**src/pkg/bridge_pkg.sv**
```systemverilog
// constants for the full-bridge steering and shutdown block
package bridge_pkg;

  // ----------------------------------------------------------------
  // bus
  // ----------------------------------------------------------------
  localparam int          ADDR_W      = 8;
  localparam int          DATA_W      = 32;
  localparam logic [1:0]  RESP_OKAY   = 2'h0;
  localparam logic [1:0]  RESP_SLVERR = 2'h2;

  // ----------------------------------------------------------------
  // register byte addresses
  // ----------------------------------------------------------------
  localparam logic [7:0]  ADDR_CTRL   = 8'h00;
  localparam logic [7:0]  ADDR_PERIOD = 8'h04;
  localparam logic [7:0]  ADDR_DUTY   = 8'h08;
  localparam logic [7:0]  ADDR_SHDN   = 8'h0c;
  localparam logic [7:0]  ADDR_STAT   = 8'h10;

  // ----------------------------------------------------------------
  // control register fields
  // ----------------------------------------------------------------
  localparam int          CTRL_EN     = 0;
  localparam int          CTRL_DIR    = 1;
  localparam int          CTRL_POL    = 2;
  localparam int          CTRL_PRE    = 4;
  localparam int          CTRL_DRV    = 8;

  // ----------------------------------------------------------------
  // shutdown control register fields
  // ----------------------------------------------------------------
  localparam int          SD_BD       = 0;
  localparam int          SD_AC       = 2;
  localparam int          SD_SRC      = 4;
  localparam int          SD_STATUS   = 7;

  // ----------------------------------------------------------------
  // status register fields
  // ----------------------------------------------------------------
  localparam int          ST_FLAG     = 0;
  localparam int          ST_DIR      = 1;
  localparam int          ST_CHG      = 2;
  localparam int          ST_SD       = 3;

  // ----------------------------------------------------------------
  // prescale terminal counts (divide by 1, 4, 16)
  // ----------------------------------------------------------------
  localparam logic [3:0]  PRE_TOP_1   = 4'h0;
  localparam logic [3:0]  PRE_TOP_4   = 4'h3;
  localparam logic [3:0]  PRE_TOP_16  = 4'hf;

  // ----------------------------------------------------------------
  // reset values
  // ----------------------------------------------------------------
  localparam logic [7:0]  PERIOD_RST  = 8'hff;
  localparam logic [7:0]  DUTY_RST    = 8'h00;

endpackage

```
**src/core/bridge_steer.sv**
```systemverilog
// full-bridge pwm steering with auto-shutdown and an axi4-lite slave
//
// Added by the designer: the address map and register access over AXI4-Lite.
`timescale 1ns/1ns

// What this block does
// (RULE1) full bridge drives all four outputs
// (RULE2) forward: a active, d modulated, b c inactive
// (RULE3) reverse: c active, b modulated, a d inactive
// (RULE4) direction change applies from next pwm cycle
// (RULE5) change: modulated off, a/c switch, resume next
// (RULE6) direction write accepted anywhere in cycle
// (RULE7) a/c switch one prescale interval early
// (RULE8) no dead band in full bridge
// (RULE9) firmware lowers duty before high-duty reversal
// (RULE10) polarity chosen separately per output pair
// (RULE11) firmware sets polarity before enabling drivers
// (RULE12) firmware waits one full cycle before drivers
// (RULE13) timer flag set when second period begins
// (RULE14) firmware sets pin directions to output
// (RULE15) shutdown from pin low, comparators, firmware
// (RULE16) three-bit field selects shutdown sources
// (RULE17) status reads one while shut down
// (RULE18) status stays set until firmware clears
// (RULE19) shutdown forces outputs without clock wait
// (RULE20) each pair takes its own shutdown state
// (RULE21) source select decode 000 to 111
// (RULE22) pair state: 00 low, 01 high, 1x hi-z
module bridge_steer
  import bridge_pkg::*;
(
  input  wire logic                         mclk,
  input  wire logic                         rst,
  input  wire logic [bridge_pkg::ADDR_W-1:0] s_axi_awaddr,
  input  wire logic                         s_axi_awvalid,
  output logic                              s_axi_awready,
  input  wire logic [bridge_pkg::DATA_W-1:0] s_axi_wdata,
  input  wire logic [3:0]                   s_axi_wstrb,
  input  wire logic                         s_axi_wvalid,
  output logic                              s_axi_wready,
  output logic [1:0]                        s_axi_bresp,
  output logic                              s_axi_bvalid,
  input  wire logic                         s_axi_bready,
  input  wire logic [bridge_pkg::ADDR_W-1:0] s_axi_araddr,
  input  wire logic                         s_axi_arvalid,
  output logic                              s_axi_arready,
  output logic [bridge_pkg::DATA_W-1:0]     s_axi_rdata,
  output logic [1:0]                        s_axi_rresp,
  output logic                              s_axi_rvalid,
  input  wire logic                         s_axi_rready,
  input  wire logic                         event_pin,
  input  wire logic                         comparator_one,
  input  wire logic                         comparator_two,
  output logic                              out_a,
  output logic                              out_a_oe_n,
  output logic                              out_b,
  output logic                              out_b_oe_n,
  output logic                              out_c,
  output logic                              out_c_oe_n,
  output logic                              out_d,
  output logic                              out_d_oe_n
);
  import bridge_pkg::*;

  // ----------------------------------------------------------------
  // state
  // ----------------------------------------------------------------
  typedef struct packed {
    logic        en;
    logic        dir_req;
    logic        dir_act;
    logic        chg;
    logic [1:0]  pol;
    logic [1:0]  pre;
    logic [3:0]  drv;
    logic [7:0]  period;
    logic [7:0]  duty;
    logic [2:0]  sd_src;
    logic [1:0]  sd_ac;
    logic [1:0]  sd_bd;
    logic        sd_stat;
    logic        tmr_flag;
    logic [3:0]  pre_cnt;
    logic [7:0]  tmr;
    logic [3:0]  lvl;
    logic [2:0]  sync1;
    logic [2:0]  sync2;
    logic        bvalid;
    logic [1:0]  bresp;
    logic        rvalid;
    logic [1:0]  rresp;
    logic [31:0] rdata;
  } state_s;

  state_s      st_ff;
  state_s      nxt_st;

  logic        wr_go;
  logic        rd_go;
  logic        ev;
  logic        sd_act;
  logic        sd_on;
  logic [3:0]  pre_top;
  logic        tick;
  logic        pwm;
  logic [3:0]  pin_lvl;
  logic [3:0]  pin_oe_n;

  // ----------------------------------------------------------------
  // byte lane merge
  // ----------------------------------------------------------------
  function automatic logic [31:0] merge(input logic [31:0] old,
                                        input logic [31:0] dat,
                                        input logic [3:0]  stb);
    logic [31:0] r;
    r = old;
    for (int i = 0; i < 4; i++) begin
      if (stb[i]) begin
        r[i*8 +: 8] = dat[i*8 +: 8];
      end
    end
    return r;
  endfunction

  // ----------------------------------------------------------------
  // bus handshakes
  // ----------------------------------------------------------------
  assign wr_go         = s_axi_awvalid & s_axi_wvalid & ~st_ff.bvalid;
  assign s_axi_awready = wr_go;
  assign s_axi_wready  = wr_go;
  assign rd_go         = s_axi_arvalid & ~st_ff.rvalid;
  assign s_axi_arready = rd_go;
  assign s_axi_bvalid  = st_ff.bvalid;
  assign s_axi_bresp   = st_ff.bresp;
  assign s_axi_rvalid  = st_ff.rvalid;
  assign s_axi_rresp   = st_ff.rresp;
  assign s_axi_rdata   = st_ff.rdata;

  // ----------------------------------------------------------------
  // shutdown detection
  // ----------------------------------------------------------------
  assign ev = (st_ff.sd_src[0] & st_ff.sync2[1])      // RULE21
            | (st_ff.sd_src[1] & st_ff.sync2[2])      // RULE21
            | (st_ff.sd_src[2] & ~st_ff.sync2[0]);    // RULE15
  assign sd_act = st_ff.sd_stat | ev;                 // RULE19
  assign sd_on  = sd_act & st_ff.en;

  // ----------------------------------------------------------------
  // prescale divider
  // ----------------------------------------------------------------
  always_comb begin
    unique case (st_ff.pre)
      2'h0:    pre_top = PRE_TOP_1;
      2'h1:    pre_top = PRE_TOP_4;
      default: pre_top = PRE_TOP_16;
    endcase
  end

  // a shorter prescale picked mid-count rolls over at once
  assign tick = (st_ff.pre_cnt >= pre_top);

  // ----------------------------------------------------------------
  // next state
  // ----------------------------------------------------------------
  always_comb begin
    logic [31:0] w;
    w      = 32'h0;
    pwm    = 1'b0;
    nxt_st = st_ff;

    nxt_st.sync1 = {comparator_two, comparator_one, event_pin};
    nxt_st.sync2 = st_ff.sync1;

    // --------------------------------------------------------------
    // period timer and direction sequencing
    // --------------------------------------------------------------
    if (!st_ff.en) begin
      nxt_st.tmr     = 8'h00;
      nxt_st.pre_cnt = 4'h0;
      nxt_st.chg     = 1'b0;
      nxt_st.dir_act = st_ff.dir_req;
      nxt_st.lvl     = 4'h0;
    end else begin
      nxt_st.pre_cnt = tick ? 4'h0 : st_ff.pre_cnt + 4'h1;
      if (tick) begin
        if (st_ff.tmr == st_ff.period) begin
          nxt_st.tmr      = 8'h00;
          nxt_st.tmr_flag = 1'b1;                     // RULE13
          nxt_st.chg      = 1'b0;                     // RULE5
        end else begin
          nxt_st.tmr = st_ff.tmr + 8'h01;
        end
      end
      // switch a/c one prescale interval before period end
      // a request landing inside that last interval waits a period
      if (nxt_st.tmr == st_ff.period && nxt_st.pre_cnt == 4'h0 &&
          st_ff.dir_req != st_ff.dir_act) begin       // RULE4 RULE6
        nxt_st.dir_act = st_ff.dir_req;               // RULE7
        nxt_st.chg     = 1'b1;                        // RULE5
      end
      // modulation, no dead band applied
      pwm = (nxt_st.tmr < st_ff.duty) & ~nxt_st.chg;  // RULE8 RULE5
      if (!nxt_st.dir_act) begin
        nxt_st.lvl = {pwm, 1'b0, 1'b0, 1'b1};         // RULE2 RULE1
      end else begin
        nxt_st.lvl = {1'b0, 1'b1, pwm, 1'b0};         // RULE3 RULE1
      end
    end

    // --------------------------------------------------------------
    // write channel
    // --------------------------------------------------------------
    if (wr_go) begin
      nxt_st.bvalid = 1'b1;
      nxt_st.bresp  = RESP_OKAY;
      unique case (s_axi_awaddr)
        ADDR_CTRL: begin
          w = merge({20'h0, st_ff.drv, 2'h0, st_ff.pre,
                     st_ff.pol, st_ff.dir_req,
                     st_ff.en},
                    s_axi_wdata, s_axi_wstrb);
          nxt_st.en      = w[CTRL_EN];
          nxt_st.dir_req = w[CTRL_DIR];               // RULE6
          nxt_st.pol     = w[CTRL_POL +: 2];
          nxt_st.pre     = w[CTRL_PRE +: 2];
          nxt_st.drv     = w[CTRL_DRV +: 4];
        end
        ADDR_PERIOD: begin
          w = merge({24'h0, st_ff.period}, s_axi_wdata, s_axi_wstrb);
          nxt_st.period = w[7:0];
        end
        ADDR_DUTY: begin
          w = merge({24'h0, st_ff.duty}, s_axi_wdata, s_axi_wstrb);
          nxt_st.duty = w[7:0];
        end
        ADDR_SHDN: begin
          w = merge({24'h0, st_ff.sd_stat, st_ff.sd_src, st_ff.sd_ac,
                     st_ff.sd_bd}, s_axi_wdata, s_axi_wstrb);
          nxt_st.sd_stat = w[SD_STATUS];              // RULE15 RULE18
          nxt_st.sd_src  = w[SD_SRC +: 3];            // RULE16
          nxt_st.sd_ac   = w[SD_AC +: 2];
          nxt_st.sd_bd   = w[SD_BD +: 2];
        end
        ADDR_STAT: begin
          if (s_axi_wstrb[0] && s_axi_wdata[ST_FLAG]) begin
            nxt_st.tmr_flag = 1'b0;
          end
        end
        default: nxt_st.bresp = RESP_SLVERR;
      endcase
    end else if (st_ff.bvalid && s_axi_bready) begin
      nxt_st.bvalid = 1'b0;
    end

    // --------------------------------------------------------------
    // hardware sets win over software clears
    // --------------------------------------------------------------
    if (ev) begin
      nxt_st.sd_stat = 1'b1;                          // RULE18
    end
    if (st_ff.en && tick && st_ff.tmr == st_ff.period) begin
      nxt_st.tmr_flag = 1'b1;                         // RULE13
    end

    // --------------------------------------------------------------
    // read channel
    // --------------------------------------------------------------
    if (rd_go) begin
      nxt_st.rvalid = 1'b1;
      nxt_st.rresp  = RESP_OKAY;
      nxt_st.rdata  = 32'h0;
      unique case (s_axi_araddr)
        ADDR_CTRL: begin
          nxt_st.rdata = {20'h0, st_ff.drv, 2'h0, st_ff.pre,
                          st_ff.pol, st_ff.dir_req,
                          st_ff.en};
        end
        ADDR_PERIOD: nxt_st.rdata = {24'h0, st_ff.period};
        ADDR_DUTY:   nxt_st.rdata = {24'h0, st_ff.duty};
        ADDR_SHDN: begin
          nxt_st.rdata = {24'h0, sd_act, st_ff.sd_src,
                          st_ff.sd_ac, st_ff.sd_bd};  // RULE17
        end
        ADDR_STAT: begin
          nxt_st.rdata = {28'h0, sd_act, st_ff.chg, st_ff.dir_act,
                          st_ff.tmr_flag};
        end
        default: nxt_st.rresp = RESP_SLVERR;
      endcase
    end else if (st_ff.rvalid && s_axi_rready) begin
      nxt_st.rvalid = 1'b0;
    end
  end

  // ----------------------------------------------------------------
  // registers
  // ----------------------------------------------------------------
  always_ff @(posedge mclk) begin
    if (rst) begin
      st_ff        <= '0;
      st_ff.period <= PERIOD_RST;
      st_ff.duty   <= DUTY_RST;
      st_ff.sync1  <= 3'h1;
      st_ff.sync2  <= 3'h1;
    end else begin
      st_ff <= nxt_st;
    end
  end

  // ----------------------------------------------------------------
  // output pins: polarity, shutdown override, drivers
  // ----------------------------------------------------------------
  // shutdown overrides the registered levels with no clock edge
  always_comb begin
    pin_lvl  = 4'h0;
    pin_oe_n = 4'hf;
    for (int i = 0; i < 4; i++) begin
      // pair a/c is even index, pair b/d is odd index
      if (sd_on) begin
        pin_lvl[i]  = (i % 2 == 0) ? st_ff.sd_ac[0]
                                   : st_ff.sd_bd[0];  // RULE20 RULE22
        pin_oe_n[i] = ~st_ff.drv[i] |
                      ((i % 2 == 0) ? st_ff.sd_ac[1]
                                    : st_ff.sd_bd[1]); // RULE22
      end else begin
        pin_lvl[i]  = st_ff.lvl[i] ^
                      ((i % 2 == 0) ? st_ff.pol[1]
                                    : st_ff.pol[0]);  // RULE10
        pin_oe_n[i] = ~(st_ff.en & st_ff.drv[i]);     // RULE1
      end
    end
  end

  // ----------------------------------------------------------------
  // pin fan-out
  // ----------------------------------------------------------------
  assign out_a      = pin_lvl[0];
  assign out_b      = pin_lvl[1];
  assign out_c      = pin_lvl[2];
  assign out_d      = pin_lvl[3];
  assign out_a_oe_n = pin_oe_n[0];
  assign out_b_oe_n = pin_oe_n[1];
  assign out_c_oe_n = pin_oe_n[2];
  assign out_d_oe_n = pin_oe_n[3];

endmodule

```
**config.mk**
```make
export PLATFORM = sky130hd
export DESIGN_NAME = bridge_steer
export DESIGN_NICKNAME = d
export VERILOG_FILES = /design/src/pkg/bridge_pkg.sv /design/src/core/bridge_steer.sv
export SDC_FILE = /design/constraint.sdc
export NUM_CORES = 1
export LEC_CHECK = 0
export ABC_AREA = 0
export BUFFER_PORTS_ARGS = -buffer_cell sky130_fd_sc_hd__buf_2
export CORE_MARGIN = 4
export CORE_UTILIZATION = 48
export CTS_CLUSTER_SIZE = 14
export DETAILED_ROUTE_END_ITERATION = 12
export PLACE_DENSITY = 0.76
export SETUP_SLACK_MARGIN = 0.1
export SYNTH_ARGS = -nofsm -noshare
export SYNTH_HDL_FRONTEND = slang
export SYNTH_SLANG_ARGS = --single-unit
export TNS_END_PERCENT = 30
```
**constraint.sdc**
```tcl
create_clock -name mclk -period 3.4 [get_ports mclk]
set_input_delay 0.17 -clock mclk [delete_from_list [all_inputs] [get_ports mclk]]
set_output_delay 0.17 -clock mclk [all_outputs]
set_load 0.03 [all_outputs]
```
==> impl_metrics.yaml <==
clock_tree:
  path_clk_slew_ns: 0.07
  clock_latency_ns: 0.35
  cts.htree.levels: 3
  tritoncts: "done"
  clockBufferDepth: 2
  clkSinkCount: 75
  clock_tree.root_cell: "clkbuf_8"
  numCtsBuffers: 9
global_route:
  grt_pass1_vias: 3545
  grt_start_max_net_pins: 60
  grt_usage: 0.2080
  grt_pass1_wl_mm: 17.20
  overflow: 0
  antenna_found_initial: 0
detailed_routing:
  vias: 3916
  drcViolationCount: 0
  first_pass_iters: 5
  wirelength_mm: 10.90
  drt.antenna.violating_nets: 0
  wl_per_cell_um: 15.67
  drtIter0Drc: 323
  viasPerCell: 5.626
worst_setup_path:
  worst-path-stages: 15
  arrival_ns: 3.41
  crit_path_frequent_cell: "a21o_1"
  path_cells: "or2_4 > ha_4 > nor2b_4 > o21a_1 > nor2_2 > buf_6 > o21ai_2 > nand2_1 > o31ai_4 > ha_1 > a21o_1 > a21o_1 > a2111oi_4 > o311ai_2 > nor3b_1"
  crit_required_ns: 3.67
  cp_top_family: "compound AO/OA/AOI/OAI gates"
  worstSetupStartpointType: "flip-flop"
  timing.rr.start: "st_ff[89]"
  startpoint: "st_ff[89]"
  rrSetupSlack_ns: 0.26
  cp_max_fo: 5
  slowest_stage: "a2111oi_4"
  crit_type: "flip-flop to flip-flop"
  r2r_cells: 15
  path_buf_inv: 1
  crit_end: "st_ff[47]"
  slowest_delay_ns: 0.38
  timing.rr.end: "st_ff[47]"
  end_kind: "flip-flop"
finish:
  area_delta_synth_final_pct: 15.15
  diodes: 0
  fillCellCount: 800
  final_area_sq_mm: 0.005001
  nets: 658
  drive_above_1_share: 0.2432
placed_design:
  place_ws_ns: -0.09802
  numPortBuffers: 66
  dp_hpwl_mm: 8.213
  gp_congestion: 0.8932
  place_area_sq_mm: 0.004687
synth:
  synth_cell_types: 69
  synth_cells: 515
  synth_top_cells_by_count: "dfxtp_1 (75), nand2_1 (47), nor2_1 (44), buf_4 (38), a21oi_1 (31)"
  async_flop_share: 0
  yosysSeqAreaShare: 0.3457
  synth_edf_count: 0
  yosysTopAreaCell: "dfxtp_1"
  synth_flop_cell: "dfxtp_1"
  synth_area_leaders: "dfxtp_1 (35%), buf_4 (6.6%), mux2i_1 (4.8%)"
  syn-cell-area_sq_mm: 0.004343
  netlist.area_leader.share: 0.3457
  syn_avg_cell_area_sq_um: 8.433
  ys_warn_count: 0
  synth_most_common_cell: "dfxtp_1"
  synth_seq_cells: 75
pwr:
  power_density_mw_per_mm2: 325.6
  p_leak_nw: 2.146
  vdd_drop_max_uv: 234.0
sta:
  drv_slew: 0
  finalSetupTns_ns: 0
  worstMarginPinSlew_ns: 0.7387
  fin_crit_sh: 0.9232
  setup_ws_ns: 0.2613
  hold-worst-slack_ns: 0.02593
  setup_violations: 0
  fin_skew_ns: 0.01242
  clock.fmax_mhz: 318.6
  slew_headroom: 0.5075
  fin_crit_ns: 3.139
  hold_viol_final: 0
  rsz0062_at_grt: "false"
run:
  max_cap_viol_count: 0
floorplan:
  ios: 111
  start_util: 0.4956
  rows: 34
  core_area_sq_mm: 0.008763
  die_width_um: 103.1
  dieHeight_um: 103.1
  die_area_sq_mm: 0.01063
run_status:
  status: "complete, no violations"
hold_path:
  hold_path_depth: 2
  hold_class: "input port to flip-flop"
==> cells by family (layout without fill, tap and decap cells) <==
logic type | Yosys count | count (layout) | share of synthesized area
xor+xnor | 17 | 17 | 0.03601
buf+inv | 80 | 132 | 0.1083
compound gates | 110 | 110 | 0.1737
simple gates | 195 | 195 | 0.2365
flops | 75 | 75 | 0.3457
mux | 24 | 24 | 0.06136
other cells | 1 | 22 | 0.0008635
fa+ha+maj | 13 | 13 | 0.03745
==> stage by stage <==
step / utilization / instances / total power [mW]
after global placement: 0.5348 / 676 / 1.049
after floorplan: - / 536 / 1.032
after global routing: 0.5707 / 696 / 1.694
after CTS: 0.5587 / 693 / 1.642
after detailed placement: 0.5348 / 676 / 1.052
final: 0.5707 / 696 / 1.628
==> power breakdown <==
group          internal, mW  leakage, nW  switching, mW  total [mW]
sequential            0.888        0.608        0.00413       0.892
clock                 0.265       0.0864          0.331       0.595
combinational        0.0402         1.45          0.101       0.141
==> sequential cells by signal (all words and copies together), names as in the netlist <==
register,cells
st_ff,56
s_axi_rdata,12
nxt_st,3
s_axi_bresp,1
s_axi_bvalid,1
s_axi_rresp,1
s_axi_rvalid,1
==> placed cells by master, fill, tap and decap left out, types with 3 or more instances in the layout <==
master    count
a211o_1       9
a211oi_1      7
a21o_1        3
a21oi_1      30
a222oi_1      4
a22o_1        8
a22oi_1       3
and3_1        3
buf_2        66
buf_4        28
clkbuf_8      9
clkinv_2      3
conb_1       22
dfxtp_1      73
ha_1         12
inv_1        19
mux2i_1      21
nand2_1      47
nand2b_1     12
nand3_1      16
nand4_1       4
nor2_1       44
nor2b_1      21
nor3_1       11
nor3b_1       5
nor4_1        5
o21ai_0      16
o21ai_1       3
o31ai_4       3
or2_2         4
or4_1         3
xnor2_1      14
==> repair_timing <==
action / 4_1_cts / 5_1_grt
setup buffers: 0 / 3
resized for setup: 6 / 18
hold buffers: 1 / 0
endpoints found under the hold margin: 1 / 0
pin swaps: 1 / 14
setup endpoints to repair: 2 / 6
gates cloned: 0 / 0
==> per-layer routing <==
metal / up-vias / wire length [um] / track usage
met1: 1844 / 4819 / 0.2788
met2: 153 / 5059 / 0.3305
met4: 0 / 198 / 0.05876
li1: 1902 / - / -
met3: 17 / 826 / 0.05480
met5: - / 0 / 0
==> layout make-up <==
cell class	count	area, sq um	share of cell area
Multi-Input combinational cell	381	2557	0.5114
Sequential cell	75	1504	0.3007
Timing Repair Buffer	96	561.8	0.1123
Tap cell	108	135.1	0.02702
Clock buffer	10	127.6	0.02552
Inverter	20	75.07	0.01501
Clock inverter	6	40.04	0.008006
==> worst min-delay path by stage <==
stage	from	to	slack, ns
floorplan	event_pin	nxt_st[38]	0.27
global placement	event_pin	nxt_st[38]	0.35
detailed placement	event_pin	nxt_st[38]	0.36
CTS	comparator_two	nxt_st[40]	0.02
global route	comparator_one	nxt_st[39]	0.02
finish	comparator_two	nxt_st[40]	0.03
Power figures use the tool's default switching activity.
